<file path="config.mk">
export PLATFORM = sky130hd
export DESIGN_NAME = osw_osc_switch
export DESIGN_NICKNAME = d
export VERILOG_FILES = /design/src/rtl/osw_pkg.sv /design/src/rtl/osw_sync.sv /design/src/rtl/osw_osc_switch.sv
export SDC_FILE = /design/constraint.sdc
export NUM_CORES = 1
export LEC_CHECK = 0
export ABC_AREA = 1
export ABC_CLOCK_PERIOD_IN_PS = 2500
export BUFFER_PORTS_ARGS = -buffer_cell sky130_fd_sc_hd__buf_4
export CORE_UTILIZATION = 38
export DETAILED_ROUTE_END_ITERATION = 8
export PLACE_DENSITY = 0.61
export SKIP_LAST_GASP = 1
export SYNTH_ARGS = -nofsm -noshare
export SYNTH_HDL_FRONTEND = slang
export SYNTH_SLANG_ARGS = --single-unit
</file>
<file path="constraint.sdc">
create_clock -name i_clk_sys -period 2.5 [get_ports i_clk_sys]
set_input_delay 0 -clock i_clk_sys [delete_from_list [all_inputs] [get_ports i_clk_sys]]
set_output_delay 0 -clock i_clk_sys [all_outputs]
set_load 0.01 [all_outputs]
</file>
<file path="src/rtl/osw_pkg.sv">
// Summary of operation
// - tuning field is signed; 000000 centre, 100000 minimum
// - tuning field ignores software writes during self-tune
// - self-tune bit 15 steers tuning from reference
// - software may select any of six sources
// - primary submode fixed by straps, never switched
// - unprogrammed straps disable switching and fail monitor
// - disabled switching ignores new source, reports initial
// - disabled switching holds switch request at zero
// - equal current and new source aborts switch
// - valid switch clears lock and fail flags
// - start new source, await start-up or lock
// - count ten new clock cycles before changeover
// - changeover clears request, copies new to current
// - stop old source, except kept low-power or secondary
// - processor keeps running during the whole switch
package osw_pkg;

   // register port geometry, byte wide
   localparam int ADDR_W = 2;
   localparam int DATA_W = 8;

   // byte addresses of the two 16-bit registers
   localparam logic [1:0] ADDR_CTRL_LO = 2'h0;
   localparam logic [1:0] ADDR_CTRL_HI = 2'h1;
   localparam logic [1:0] ADDR_TUNE_LO = 2'h2;
   localparam logic [1:0] ADDR_TUNE_HI = 2'h3;

   // unlock keys
   localparam logic [7:0] KEY_HI_1 = 8'h78;
   localparam logic [7:0] KEY_HI_2 = 8'h9A;
   localparam logic [7:0] KEY_LO_1 = 8'h46;
   localparam logic [7:0] KEY_LO_2 = 8'h57;

   // control and tuning register fields, positions inside their byte
   localparam int REQ_BIT     = 0;   // bit 0
   localparam int SECONDARY_OSC_EN_BIT = 1;   // bit 1
   localparam int CF_BIT      = 3;   // bit 3
   localparam int LOCK_BIT    = 5;   // bit 5
   localparam int NEW_LSB     = 0;   // bits 10:8
   localparam int CUR_LSB     = 4;   // bits 14:12
   localparam int SELF_TUNE_ENABLE_BIT    = 7;   // tuning bit 15

   // source selection codes
   localparam int SRC_W = 3;
   localparam logic [2:0] SRC_FRC     = 3'h0;
   localparam logic [2:0] SRC_FRC_PLL = 3'h1;
   localparam logic [2:0] SRC_PRI     = 3'h2;
   localparam logic [2:0] SRC_PRI_PLL = 3'h3;
   localparam logic [2:0] SRC_SEC     = 3'h4;
   localparam logic [2:0] SRC_LOW_POWER_RC    = 3'h5;

   // oscillator enable vector positions
   localparam int N_OSC    = 4;
   localparam int OSC_FRC  = 0;
   localparam int OSC_PRI  = 1;
   localparam int OSC_SEC  = 2;
   localparam int OSC_LOW_POWER_RC = 3;

   // strap encodings
   localparam logic [1:0] SUB_EC     = 2'h0;  // external clock, no start-up timer
   localparam int         CFG_SW_OFF = 1;     // strap bit that disables switching
   localparam logic [1:0] CFG_MON_ON = 2'h0;  // switching and fail monitor on
   localparam logic [1:0] CFG_WAIT   = 2'h3;  // cycles before straps are trusted

   // tuning field
   localparam int TUNE_W = 6;
   localparam logic [5:0] TUNE_CENTRE = 6'h00;
   localparam logic [5:0] TUNE_MIN    = 6'h20;
   localparam logic [5:0] TUNE_MAX    = 6'h1F;

   // changeover delay in new clock cycles
   localparam int NEW_CLK_CYCLES = 10;
   localparam int CNT_W          = 4;

   typedef enum logic [2:0] {ST_IDLE, ST_CHECK, ST_WAIT, ST_COUNT, ST_DONE} osw_state_t;
   typedef enum logic [1:0] {KEY_IDLE, KEY_ONE, KEY_OPEN} osw_key_t;

endpackage

</file>
<file path="src/rtl/osw_sync.sv">
`timescale 1ns/100ps
// two flip-flop synchroniser for pin levels
module osw_sync
   import osw_pkg::*;
#(
   parameter int W = 1
) (
   // clock and reset
   input  wire logic         i_clk_sys,
   input  wire logic         i_reset,
   // pin side and synchronised side
   input  wire logic [W-1:0] i_d,
   output logic      [W-1:0] o_q
);

   logic [W-1:0] meta_reg;  // first stage, read only by second stage

   // two stages, nothing taps the first
   always_ff @(posedge i_clk_sys or posedge i_reset) begin
      if (i_reset) begin
         meta_reg <= '0;
         o_q      <= '0;
      end else begin
         meta_reg <= i_d;
         o_q      <= meta_reg;
      end
   end

endmodule // osw_sync

</file>
<file path="src/rtl/osw_osc_switch.sv">
// The register offsets and the strobed register port were decided locally.
`timescale 1ns/100ps
// oscillator selection, unlock and changeover controller
module osw_osc_switch
   import osw_pkg::*;
#(
   parameter int unsigned NEW_CLK_COUNT = NEW_CLK_CYCLES
) (
   // clock and reset
   input  wire logic              i_clk_sys,
   input  wire logic              i_reset,
   // register port
   input  wire logic [ADDR_W-1:0] i_addr,
   input  wire logic [DATA_W-1:0] i_wdata,
   input  wire logic              i_wr,
   input  wire logic              i_rd,
   output logic      [DATA_W-1:0] o_rdata,
   // configuration straps
   input  wire logic [1:0]        i_switch_monitor_cfg,
   input  wire logic [SRC_W-1:0]  i_initial_source_cfg,
   input  wire logic [1:0]        i_primary_submode_cfg,
   input  wire logic              i_watchdog_en,
   // oscillator status pins
   input  wire logic [N_OSC-1:0]  i_osc_stable,
   input  wire logic              i_pll_lock,
   input  wire logic              i_new_clk,
   input  wire logic              i_clk_fail,
   input  wire logic              i_tune_up,
   input  wire logic              i_tune_dn,
   // oscillator control
   output logic      [SRC_W-1:0]  o_clk_sel,
   output logic      [SRC_W-1:0]  o_new_clk_sel,
   output logic      [N_OSC-1:0]  o_osc_en,
   output logic                   o_pll_en,
   output logic      [1:0]        o_primary_submode,
   output logic      [TUNE_W-1:0] o_rc_tune,
   output logic                   o_switch_busy
);

   localparam int SYN_W = N_OSC + 13;

   // source decode helpers
   function automatic logic [N_OSC-1:0] osc_of(input logic [SRC_W-1:0] s);
      logic [N_OSC-1:0] v;
      v = '0;
      unique case (s)
         SRC_PRI, SRC_PRI_PLL: v[OSC_PRI] = 1'b1;
         SRC_SEC:              v[OSC_SEC] = 1'b1;
         SRC_LOW_POWER_RC:             v[OSC_LOW_POWER_RC] = 1'b1;
         default:              v[OSC_FRC] = 1'b1;
      endcase
      return v;
   endfunction

   function automatic logic uses_pll(input logic [SRC_W-1:0] s);
      return (s == SRC_FRC_PLL) || (s == SRC_PRI_PLL);
   endfunction

   // next key state for one protected byte
   function automatic osw_key_t key_next(input osw_key_t st, input logic hit,
                                         input logic [7:0] d, input logic [7:0] k1,
                                         input logic [7:0] k2);
      if (st == KEY_OPEN || !hit)
         return KEY_IDLE;
      else if (st == KEY_ONE && d == k2)
         return KEY_OPEN;
      else if (d == k1)
         return KEY_ONE;
      else
         return KEY_IDLE;
   endfunction

   // synchronised pins
   logic [SYN_W-1:0]  syn_in;
   logic [SYN_W-1:0]  syn_q;
   logic [N_OSC-1:0]  stable_s;      // start-up timers expired
   logic              lock_s;        // pll locked
   logic              newclk_s;      // new source clock level
   logic              fail_s;        // fail monitor event
   logic              up_s;          // reference says faster
   logic              dn_s;          // reference says slower
   logic [1:0]        swcfg_s;       // switching strap
   logic [SRC_W-1:0]  init_s;        // initial source strap
   logic [1:0]        sub_s;         // primary submode strap
   logic              wdt_s;         // watchdog running

   assign syn_in = {i_osc_stable, i_pll_lock, i_new_clk, i_clk_fail, i_tune_up,
                    i_tune_dn, i_switch_monitor_cfg, i_initial_source_cfg,
                    i_primary_submode_cfg, i_watchdog_en};
   assign {stable_s, lock_s, newclk_s, fail_s, up_s, dn_s, swcfg_s, init_s,
           sub_s, wdt_s} = syn_q;

   osw_sync #(.W(SYN_W)) u_sync (
      .i_clk_sys (i_clk_sys),
      .i_reset   (i_reset),
      .i_d       (syn_in),
      .o_q       (syn_q)
   );

   // edge detect memories, fed from second stage only
   logic        newclk_q_reg;
   logic        lock_q_reg;
   logic        fail_q_reg;
   logic        up_q_reg;
   logic        dn_q_reg;
   logic        newclk_rise;
   logic        lock_rise;
   logic        fail_rise;
   logic        up_rise;
   logic        dn_rise;

   always_ff @(posedge i_clk_sys or posedge i_reset) begin
      if (i_reset) begin
         newclk_q_reg <= 1'b0;
         lock_q_reg   <= 1'b0;
         fail_q_reg   <= 1'b0;
         up_q_reg     <= 1'b0;
         dn_q_reg     <= 1'b0;
      end else begin
         newclk_q_reg <= newclk_s;
         lock_q_reg   <= lock_s;
         fail_q_reg   <= fail_s;
         up_q_reg     <= up_s;
         dn_q_reg     <= dn_s;
      end
   end

   assign newclk_rise = newclk_s & ~newclk_q_reg;
   assign lock_rise   = lock_s & ~lock_q_reg;
   assign fail_rise   = fail_s & ~fail_q_reg;
   assign up_rise     = up_s & ~up_q_reg;
   assign dn_rise     = dn_s & ~dn_q_reg;

   // strap capture, a few cycles after release
   logic [1:0]  cfg_cnt_reg;     // settle counter
   logic        cfg_ready_reg;   // straps captured
   logic        cfg_load;        // capture cycle
   logic        sw_en_reg;       // switching allowed
   logic        mon_en_reg;      // fail monitor allowed

   assign cfg_load = !cfg_ready_reg && (cfg_cnt_reg == CFG_WAIT);

   // straps are static, so sampling once avoids mid-run surprises
   always_ff @(posedge i_clk_sys or posedge i_reset) begin
      if (i_reset) begin
         cfg_cnt_reg       <= '0;
         cfg_ready_reg     <= 1'b0;
         sw_en_reg         <= 1'b0;
         mon_en_reg        <= 1'b0;
         o_primary_submode <= SUB_EC;
      end else if (!cfg_ready_reg) begin
         cfg_cnt_reg <= cfg_cnt_reg + 2'h1;
         if (cfg_load) begin
            cfg_ready_reg     <= 1'b1;
            sw_en_reg         <= !swcfg_s[CFG_SW_OFF];
            mon_en_reg        <= (swcfg_s == CFG_MON_ON);
            o_primary_submode <= sub_s;
         end
      end
   end

   // write decode
   logic        wr_ctrl_lo;
   logic        wr_ctrl_hi;
   logic        wr_tune_lo;
   logic        wr_tune_hi;
   osw_key_t    hi_key_reg;      // high byte unlock progress
   osw_key_t    lo_key_reg;      // low byte unlock progress
   logic        hi_accept;       // high byte data write taken
   logic        lo_accept;       // low byte data write taken

   assign wr_ctrl_lo = i_wr && (i_addr == ADDR_CTRL_LO);
   assign wr_ctrl_hi = i_wr && (i_addr == ADDR_CTRL_HI);
   assign wr_tune_lo = i_wr && (i_addr == ADDR_TUNE_LO);
   assign wr_tune_hi = i_wr && (i_addr == ADDR_TUNE_HI);
   // only the write right after keys
   assign hi_accept  = wr_ctrl_hi && (hi_key_reg == KEY_OPEN);
   assign lo_accept  = wr_ctrl_lo && (lo_key_reg == KEY_OPEN);

   // key sequencers; any other write relocks both bytes
   always_ff @(posedge i_clk_sys or posedge i_reset) begin
      if (i_reset) begin
         hi_key_reg <= KEY_IDLE;
         lo_key_reg <= KEY_IDLE;
      end else if (i_wr) begin
         hi_key_reg <= key_next(hi_key_reg, wr_ctrl_hi, i_wdata, KEY_HI_1, KEY_HI_2);
         lo_key_reg <= key_next(lo_key_reg, wr_ctrl_lo, i_wdata, KEY_LO_1, KEY_LO_2);
      end
   end

   // control register state
   osw_state_t        state_reg;
   logic [SRC_W-1:0]  cur_reg;      // current source
   logic [SRC_W-1:0]  new_reg;      // requested source
   logic [SRC_W-1:0]  tgt_reg;      // source being switched to
   logic              req_reg;      // switch request
   logic              secondary_osc_en_reg;  // keep secondary running
   logic              lock_reg;     // pll lock status
   logic              cf_reg;       // clock fail flag
   logic [CNT_W-1:0]  cnt_reg;      // new clock edges seen
   logic              tgt_ready;    // target source usable
   logic              redundant;    // requested equals current
   logic              last_edge;    // final counted edge

   assign redundant = (new_reg == cur_reg);
   assign last_edge = newclk_rise && (cnt_reg == CNT_W'(NEW_CLK_COUNT - 1));

   // crystal waits start-up, pll waits lock
   always_comb begin
      if (uses_pll(tgt_reg))
         tgt_ready = lock_s;
      else if (tgt_reg == SRC_SEC)
         tgt_ready = stable_s[OSC_SEC];
      else if (tgt_reg == SRC_PRI && o_primary_submode != SUB_EC)
         tgt_ready = stable_s[OSC_PRI];
      else
         tgt_ready = 1'b1;
   end

   // high byte fields; new source stored but ignored if switching is off
   always_ff @(posedge i_clk_sys or posedge i_reset) begin
      if (i_reset) begin
         new_reg <= SRC_FRC;
      end else if (cfg_load) begin
         new_reg <= init_s;
      end else if (hi_accept) begin
         new_reg <= i_wdata[NEW_LSB +: SRC_W];
      end
   end

   // secondary keep-alive bit
   always_ff @(posedge i_clk_sys or posedge i_reset) begin
      if (i_reset) begin
         secondary_osc_en_reg <= 1'b0;
      end else if (lo_accept) begin
         secondary_osc_en_reg <= i_wdata[SECONDARY_OSC_EN_BIT];
      end
   end

   // switch request: set by software, cleared by hardware only
   always_ff @(posedge i_clk_sys or posedge i_reset) begin
      if (i_reset) begin
         req_reg <= 1'b0;
      end else if (lo_accept && i_wdata[REQ_BIT] && sw_en_reg && state_reg == ST_IDLE) begin
         req_reg <= 1'b1;
      end else if (state_reg == ST_CHECK && redundant) begin
         req_reg <= 1'b0;
      end else if (state_reg == ST_DONE) begin
         req_reg <= 1'b0;
      end
   end

   // switch sequencer; the core is never stalled meanwhile
   always_ff @(posedge i_clk_sys or posedge i_reset) begin
      if (i_reset) begin
         state_reg <= ST_IDLE;
         tgt_reg   <= SRC_FRC;
         cnt_reg   <= '0;
      end else begin
         unique case (state_reg)
            ST_IDLE: begin
               if (req_reg) begin
                  state_reg <= ST_CHECK;
               end
            end
            ST_CHECK: begin
               tgt_reg   <= new_reg;
               state_reg <= redundant ? ST_IDLE : ST_WAIT;
            end
            ST_WAIT: begin
               cnt_reg <= '0;
               if (tgt_ready) begin
                  state_reg <= ST_COUNT;
               end
            end
            ST_COUNT: begin
               if (last_edge) begin
                  state_reg <= ST_DONE;
               end else if (newclk_rise) begin
                  cnt_reg <= cnt_reg + CNT_W'(1);
               end
            end
            ST_DONE: begin
               state_reg <= ST_IDLE;
            end
         endcase
      end
   end

   // current source: strap at start, target at changeover
   always_ff @(posedge i_clk_sys or posedge i_reset) begin
      if (i_reset) begin
         cur_reg <= SRC_FRC;
      end else if (cfg_load) begin
         cur_reg <= init_s;
      end else if (state_reg == ST_DONE) begin
         cur_reg <= tgt_reg;
      end
   end

   // status flags; a new event beats the clear
   always_ff @(posedge i_clk_sys or posedge i_reset) begin
      if (i_reset) begin
         lock_reg <= 1'b0;
         cf_reg   <= 1'b0;
      end else begin
         if (lock_rise)
            lock_reg <= 1'b1;
         else if (state_reg == ST_CHECK && !redundant)
            lock_reg <= 1'b0;
         if (fail_rise && mon_en_reg)
            cf_reg <= 1'b1;
         else if (state_reg == ST_CHECK && !redundant)
            cf_reg <= 1'b0;
      end
   end

   // oscillator enables: current, target while busy, kept sources
   logic             busy;
   logic [N_OSC-1:0] en_next;

   assign busy = (state_reg != ST_IDLE);

   always_comb begin
      en_next = osc_of(cur_reg);
      if (busy)
         en_next = en_next | osc_of(tgt_reg);
      if (wdt_s || mon_en_reg)
         en_next[OSC_LOW_POWER_RC] = 1'b1;
      if (secondary_osc_en_reg)
         en_next[OSC_SEC] = 1'b1;
   end

   // registered oscillator controls
   always_ff @(posedge i_clk_sys or posedge i_reset) begin
      if (i_reset) begin
         o_osc_en      <= '0;
         o_pll_en      <= 1'b0;
         o_new_clk_sel <= SRC_FRC;
         o_switch_busy <= 1'b0;
      end else begin
         o_osc_en      <= en_next;
         o_pll_en      <= uses_pll(cur_reg) || (busy && uses_pll(tgt_reg));
         o_new_clk_sel <= busy ? tgt_reg : cur_reg;
         o_switch_busy <= busy;
      end
   end

   assign o_clk_sel = cur_reg;

   // tuning register: signed field, hardware owns it in self-tune
   logic              self_tune_enable_reg;    // self-tune enable
   logic [TUNE_W-1:0] tune_reg;    // signed tuning offset

   assign o_rc_tune = tune_reg;

   always_ff @(posedge i_clk_sys or posedge i_reset) begin
      if (i_reset) begin
         self_tune_enable_reg <= 1'b0;
         tune_reg <= TUNE_CENTRE;
      end else begin
         if (wr_tune_hi)
            self_tune_enable_reg <= i_wdata[SELF_TUNE_ENABLE_BIT];
         if (self_tune_enable_reg) begin
            if (up_rise && !dn_rise && tune_reg != TUNE_MAX)
               tune_reg <= tune_reg + TUNE_W'(1);
            else if (dn_rise && !up_rise && tune_reg != TUNE_MIN)
               tune_reg <= tune_reg - TUNE_W'(1);
         end else if (wr_tune_lo) begin
            tune_reg <= i_wdata[TUNE_W-1:0];
         end
      end
   end

   // read mux; data stand only in the cycle after the strobe
   logic [DATA_W-1:0] rd_next;

   always_comb begin
      rd_next = '0;
      unique case (i_addr)
         ADDR_CTRL_LO: begin
            rd_next[REQ_BIT]     = req_reg;
            rd_next[SECONDARY_OSC_EN_BIT] = secondary_osc_en_reg;
            rd_next[CF_BIT]      = cf_reg;
            rd_next[LOCK_BIT]    = lock_reg;
         end
         ADDR_CTRL_HI: begin
            rd_next[NEW_LSB +: SRC_W] = new_reg;
            rd_next[CUR_LSB +: SRC_W] = cur_reg;
         end
         ADDR_TUNE_LO: rd_next[TUNE_W-1:0] = tune_reg;
         ADDR_TUNE_HI: rd_next[SELF_TUNE_ENABLE_BIT]   = self_tune_enable_reg;
      endcase
   end

   always_ff @(posedge i_clk_sys or posedge i_reset) begin
      if (i_reset)
         o_rdata <= '0;
      else
         o_rdata <= i_rd ? rd_next : '0;
   end
endmodule // osw_osc_switch

</file>
Word-level counts from Yosys, hierarchy flattened

Index checks and enable logic that the tools add are counted.

Bits of input ports: 31
Output and inout port bits: 28
Logic and storage cells: 194
Register bits after elaboration: 92

Muxes and demuxes: 57
Reduce and logical (&&, ||, !) cells: 55
Equal/unequal tests: 36
Bitwise gates (word level): 12
$add $sub $neg: 4

Operators with widths:

| cell                                                                   | count |
|---|---|
| 1-bit two-way mux                                                      | 29 |
| 8-bit by 7-bit equality test with 1-bit output (second input constant) | 3 |
| 3-bit two-way mux                                                      | 8 |
| 6-bit two-way mux                                                      | 4 |
| 1-bit logical AND                                                      | 22 |
| 3-bit by 2-bit equality test with 1-bit output (second input constant) | 6 |
| 3-bit equality test (second input constant)                            | 5 |
| 3-bit case mux with 5 select lines                                     | 1 |
| 2-bit nonzero test                                                     | 7 |
| 4-bit two-way mux                                                      | 3 |
| 2-bit equality test (second input constant)                            | 5 |
| 2-bit two-way mux                                                      | 5 |
| 2-bit != test (second input constant)                                  | 5 |
| 3-bit by 1-bit equality test with 1-bit output (second input constant) | 3 |
| 8-bit equality test (second input constant)                            | 1 |
| 8-bit two-way mux                                                      | 1 |
| 4-bit case mux with 2 select lines                                     | 1 |
| 4-bit OR reduction                                                     | 2 |
| 1-bit zero test                                                        | 7 |
| 6-bit by 1-bit adder with 6-bit output (second input constant)         | 1 |
| 2-bit by 1-bit equality test with 1-bit output (second input constant) | 3 |
| 1-bit logical OR                                                       | 6 |
| 6-bit by 5-bit != test with 1-bit output (second input constant)       | 1 |
| 6-bit != test (second input constant)                                  | 1 |
| other kinds (18)                                                       | 34 |

Depth between registers and ports, before layout

Word-level depth: 8
Mapped depth: 14
Mapped depth without buffers: 14

By module

A second synthesis with hierarchy kept.

Cells, all modules: 408
Area total of the unflattened synthesis: 3957.5 um^2

Modules (own cells, without submodules):

| module         | cells each | area an instance (um^2) | instances | seq. area each (um^2) |
|---|---|---|---|---|
| osw_osc_switch | 373        | 3103.0                  | 1         | 1501.4 |
| osw_sync       | 35         | 854.6                   | 1         | 850.8 |

Worst setup path before layout

OpenSTA, ideal clock, no wires.

Path type: flip-flop to flip-flop
Start point: register tune_reg[0] (netlist: o_rc_tune[0])
End point: register tune_reg[4] (netlist: o_rc_tune[4])
Data required time: 2383 ps
Cell stages (with the launch flop): 13
Library setup time: 117 ps
Clock period less this slack: 1871 ps
Slack: 629 ps
Data arrival time: 1754 ps
Buffers on the path: 0
Cells stage by stage: dfrtp_1 > nand2_1 > nor2_2 > nand2_2 > nand2_4 > ha_1 > a21oi_1 > nand2_1 > or2_1 > nand3_1 > o21ai_0 > nand2_1 > nand2_1

Longest elaborated chain between the ends: 4
Elaborated cells between the ends (all ways): 11
Those cells by class: 2 x add/sub; 3 x eq/ne; 3 x mux; 3 x reduce/logical

Ends and longest elaborated chain:

| item                                                                          | line                  | RTL |
|---|---|---|
| start, declared                                                               | osw_osc_switch.sv:353 | `logic [TUNE_W-1:0] tune_reg;` |
| start signal, assigned                                                        | osw_osc_switch.sv:366 | `tune_reg <= tune_reg + TUNE_W'(1);` |
| start signal, assigned                                                        | osw_osc_switch.sv:368 | `tune_reg <= tune_reg - TUNE_W'(1);` |
| start signal, assigned                                                        | osw_osc_switch.sv:370 | `tune_reg <= i_wdata[TUNE_W-1:0];` |
| 6-bit by 1-bit subtractor with 6-bit output (tied with other cells)           | osw_osc_switch.sv:368 |  |
| 6-bit two-way mux (tied with other cells)                                     | osw_osc_switch.sv:367 | `else if (dn_rise && !up_rise && tune_reg != TUNE_MIN)` |
| 6-bit two-way mux or 3-bit by 1-bit != test with 1-bit output (tied branches) | n/a                   |  |
| 6-bit two-way mux or 2-bit AND reduction (tied branches)                      | n/a                   |  |

Parallel ways exist; a longest one is shown, timed or not. The select of a mux whose other input is x is not followed.
A chain may end at the register's enable or synchronous reset.

Final worst setup path

Start point: register lo_key_reg[1]
End point: register lo_key_reg[0]

Longest elaborated chain between the ends: 4
Elaborated cells between the ends (all ways): 6
Those cells by class: 2 x eq/ne; 2 x mux; 2 x reduce/logical

Ends and longest elaborated chain:

| item                                           | line                  | RTL |
|---|---|---|
| start, declared                                | osw_osc_switch.sv:168 | `osw_key_t lo_key_reg;` |
| start signal, assigned                         | osw_osc_switch.sv:187 | `lo_key_reg <= key_next(lo_key_reg, wr_ctrl_lo, i_wdata, KEY_LO_1, KEY_LO_2);` |
| 2-bit by 1-bit equality test with 1-bit output | osw_osc_switch.sv:65  | `else if (st == KEY_ONE && d == k2)` |
| 1-bit logical AND                              | osw_osc_switch.sv:65  |  |
| 2-bit two-way mux                              | osw_osc_switch.sv:65  |  |
| 2-bit two-way mux *                            | osw_osc_switch.sv:63  | `if (st == KEY_OPEN \|\| !hit)` |

Mark *: on every way between the ends. The rest lies on a longest branch, timed or not.

==> summary.txt <==
Status
  • Status: complete, no violations

Worst setup path
  • Crit path DAT: roughly 2.4 ns
  • Reg2Reg Depth: 7
  • Worst path bufs/invs: 3
  • Kind of critical path: reg -> reg
  • Worst reg2reg endpoint: lo_key_reg[0]
  • WP data required: ~2.8 ns
  • Critical Path End: lo_key_reg[0]
  • Critical path depth: 7
  • CP delay by family, top: buffers and inverters
  • CP cell instances: inv_1 > nor2_1 > nor3_1 > nand4_1 > dlygate4sd3_1 > o22ai_1 > dlygate4sd3_1
  • Max stage delay cell, worst path: dlygate4sd3_1
  • CP startpoint kind: flip-flop
  • CP Max Fanout: 2
  • CP peak stage delay: ~0.59 ns
  • Worst setup path start: lo_key_reg[1]
  • Setup slack, reg-to-reg: 0.43 ns
  • Setup crit end kind: flip-flop
  • Crit-path most repeated cell: dlygate4sd3_1
  • Worst r2r src: lo_key_reg[1]

Clocking
  • TritonCTS clock tree: done
  • Max H-tree Level: 3
  • Clock latency on the worst-skew pair: ~0.36 ns
  • CTS max path bufs: 2
  • Root buf cell: clkbuf_8
  • Clock-pin slew of the registers on the worst-case setup and hold paths: around 0.090 ns
  • Post_cts resized: 0
  • CTS buffer count: 9
  • CTS Sinks: 90
  • Hold_buf cts: 31
  • Post-CTS Setup Inserts: 0

Layout
  • Final instance area: 5010 µm²
  • Nets: 540
  • Ratio of cells with drive above 1 in the final layout: a little over a fifth
  • P&R area growth vs syn: 28.3%
  • Fin cells: 633
  • # diodes: 0

Synthesis
  • Top-count cell post-synth: dfrtp_1
  • Syn. warnings: 0
  • Most area-consuming cells after synthesis: dfrtp_1 (58%), nand2_1 (8.1%), inv_1 (4.6%), ha_1 (4.2%), nand3_1 (3.7%)
  • Sequential element share of the synthesized area: approximately 58%
  • Largest area contributor in the netlist: dfrtp_1
  • Yosys reg bits: 90
  • Post-synth EDFFs: 0
  • Syn Area/Cell: between 9 and 10 µm²
  • Mapped Cells: approximately 400
  • Syn Nets: roughly 440
  • Netlist Area Pre-Place: slightly below 4000 µm²
  • Netlist cell types: 38
  • Post-synth top cells: dfrtp_1 (90), nand2_1 (84), inv_1 (48)
  • Async set-reset flop share out of synthesis: between 90% and 100%
  • Primary FF master, synth: dfrtp_1
  • Top cell type's share of synthesized area: 57.7%

Detailed routing
  • Detailed-route DRC error count: 0
  • DR pass1 iterations: 4
  • DR vias: 2981
  • Total Wirelength: about 8100 µm
  • Routed WL per cell: 12.9 µm
  • DR vias/cell: roughly 4.7
  • DR iter-0 viols: ~150
  • Final ANT Viol Nets: 0

Timing
  • Final hold viol count: 0
  • Slew margin rel.: a little under 70%
  • Post-Route Skew: 0.00673 ns
  • Max Slew Vio Count: 0
  • Final period util: ~83%
  • # setup viols final: 0
  • Setup TNS: 0 ns
  • Hold slack final: approximately 0.067 ns
  • Slew @ Worst Pin: ~0.47 ns
  • RSZ-0062 raised after global routing: false
  • Max Clk Rate: between 400 and 500 MHz
  • Fin crit period: roughly 2.1 ns

Power
  • Worst VDD drop: ~370 µV
  • Static leakage: 2.44 nW
  • Power density cells: ~900 nW/µm²

Die
  • Initial Utilization: 39.6%
  • Core area: ~9900 µm²
  • Chip width: just over 100 µm
  • IO Pins: just under 60
  • Die height: around 100 µm
  • Num rows: 36
  • Full die area: around 11000 µm²

Hold path
  • HP Class: in -> reg
  • Min-delay src: i_addr[1]

Placement
  • Placed insts: a little under 600
  • Dpl hpwl: slightly below 6000 µm
  • Post-placement cell area: around 4500 µm²
  • Port buffer count: 56
  • Routability Congestion: approximately 0.84

Global routing
  • GR Util met1: ~24%
  • First-pass GRT wire length: between 10000 and 15000 µm
  • M2 GR Usage: 25.1%
  • Initial antenna violation count: 0
  • Largest net degree at the start of global routing: between 90 and 100
  • Total gr overflow: 0
  • Number of global-route vias before repair: 2824
  • GRT busiest layer: met2
  • Routing usage on met3: between 2 and 3%
  • Total Routing Usage GR: between 10% and 20%

Job
  • Total of max-cap violations: 0
==> per-stage QoR <==
| step | worst slack [ns] | utilization [%] | total power [W] |
|---|---|---|---|
| after floorplan | 0.165 | - | 0.00300 |
| after global placement | 0.521 | 45.8 | 0.00358 |
| after detailed placement | 0.488 | 45.8 | 0.00360 |
| after CTS | 0.404 | 50.8 | 0.00457 |
| after global routing | 0.266 | 50.8 | 0.00491 |
| final | 0.426 | 50.8 | 0.00454 |
==> worst min-delay path by stage <==
stage                          to  slack, ns  cells after the start
6_report               o_rdata[5]       0.07                      5
5_1_grt                o_rdata[0]       0.07                      5
4_1_cts                o_rdata[5]       0.06                      5
3_5_place_dp   u_sync.meta_reg[9]       0.11                      1
3_3_place_gp   u_sync.meta_reg[1]       0.11                      1
2_1_floorplan  u_sync.meta_reg[0]       0.03                      0
==> per-layer routing <==
layer | share of wire, % | up-vias
met1 | 51 | 1394
li1 | - | 1494
met5 | 0 | -
met3 | 3.7 | 16
met4 | 2.1 | 0
met2 | 43 | 77
==> power breakdown <==
part           switching, W  leakage, nW  internal, W  total (W)
logic              0.000932         1.24     0.000710    0.00164
clock network      0.000551       0.0936     0.000380   0.000931
registers          0.000243         1.10      0.00172    0.00196
total               0.00173         2.44      0.00281    0.00454
==> cells by family (layout without fill, tap and decap cells) <==
group | after synthesis | in the layout | share of synthesized area, %
compound gates | 53 | 53 | 8.39
xor+xnor | 6 | 6 | 1.35
fa+ha+maj | 14 | 14 | 4.68
buf+inv | 58 | 162 | 5.86
flops | 90 | 90 | 57.7
mux | 1 | 1 | 0.288
simple gates | 174 | 174 | 21.8
==> layout make-up <==
type                            count  area (µm²)
Clock buffer                        9         124
Inverter                           54         204
Tap cell                          133         166
Sequential cell                    90        2250
Timing Repair Buffer               92         781
Fill cell                         906        4850
Multi-Input combinational cell    248        1430
Clock inverter                      7        61.3
==> worst reg2reg max path: stages (launching register included) <==
cell           delay (ns)
dfrtp_1              0.39
inv_1                0.07
nor2_1               0.06
nor3_1               0.12
nand4_1              0.13
dlygate4sd3_1        0.59
o22ai_1              0.10
dlygate4sd3_1        0.56
==> layout by cell type (no fill, tap or decap), types with 4 or more instances in the layout <==
| cell type | count |
|---|---|
| dfrtp_1 | 90 |
| nand2_1 | 84 |
| buf_4 | 60 |
| inv_1 | 47 |
| dlygate4sd3_1 | 31 |
| nand3_1 | 29 |
| nor2_1 | 20 |
| o21ai_0 | 15 |
| ha_1 | 13 |
| a21oi_1 | 10 |
| clkbuf_8 | 9 |
| nor3_1 | 8 |
| nand2_2 | 7 |
| o22ai_1 | 7 |
| o21ai_1 | 6 |
| inv_2 | 5 |
| xnor2_1 | 5 |
| nor2_2 | 5 |
| o221ai_1 | 5 |
| or2_1 | 4 |
| nand4_1 | 4 |
No activity file was read; power rests on OpenSTA's default activity.
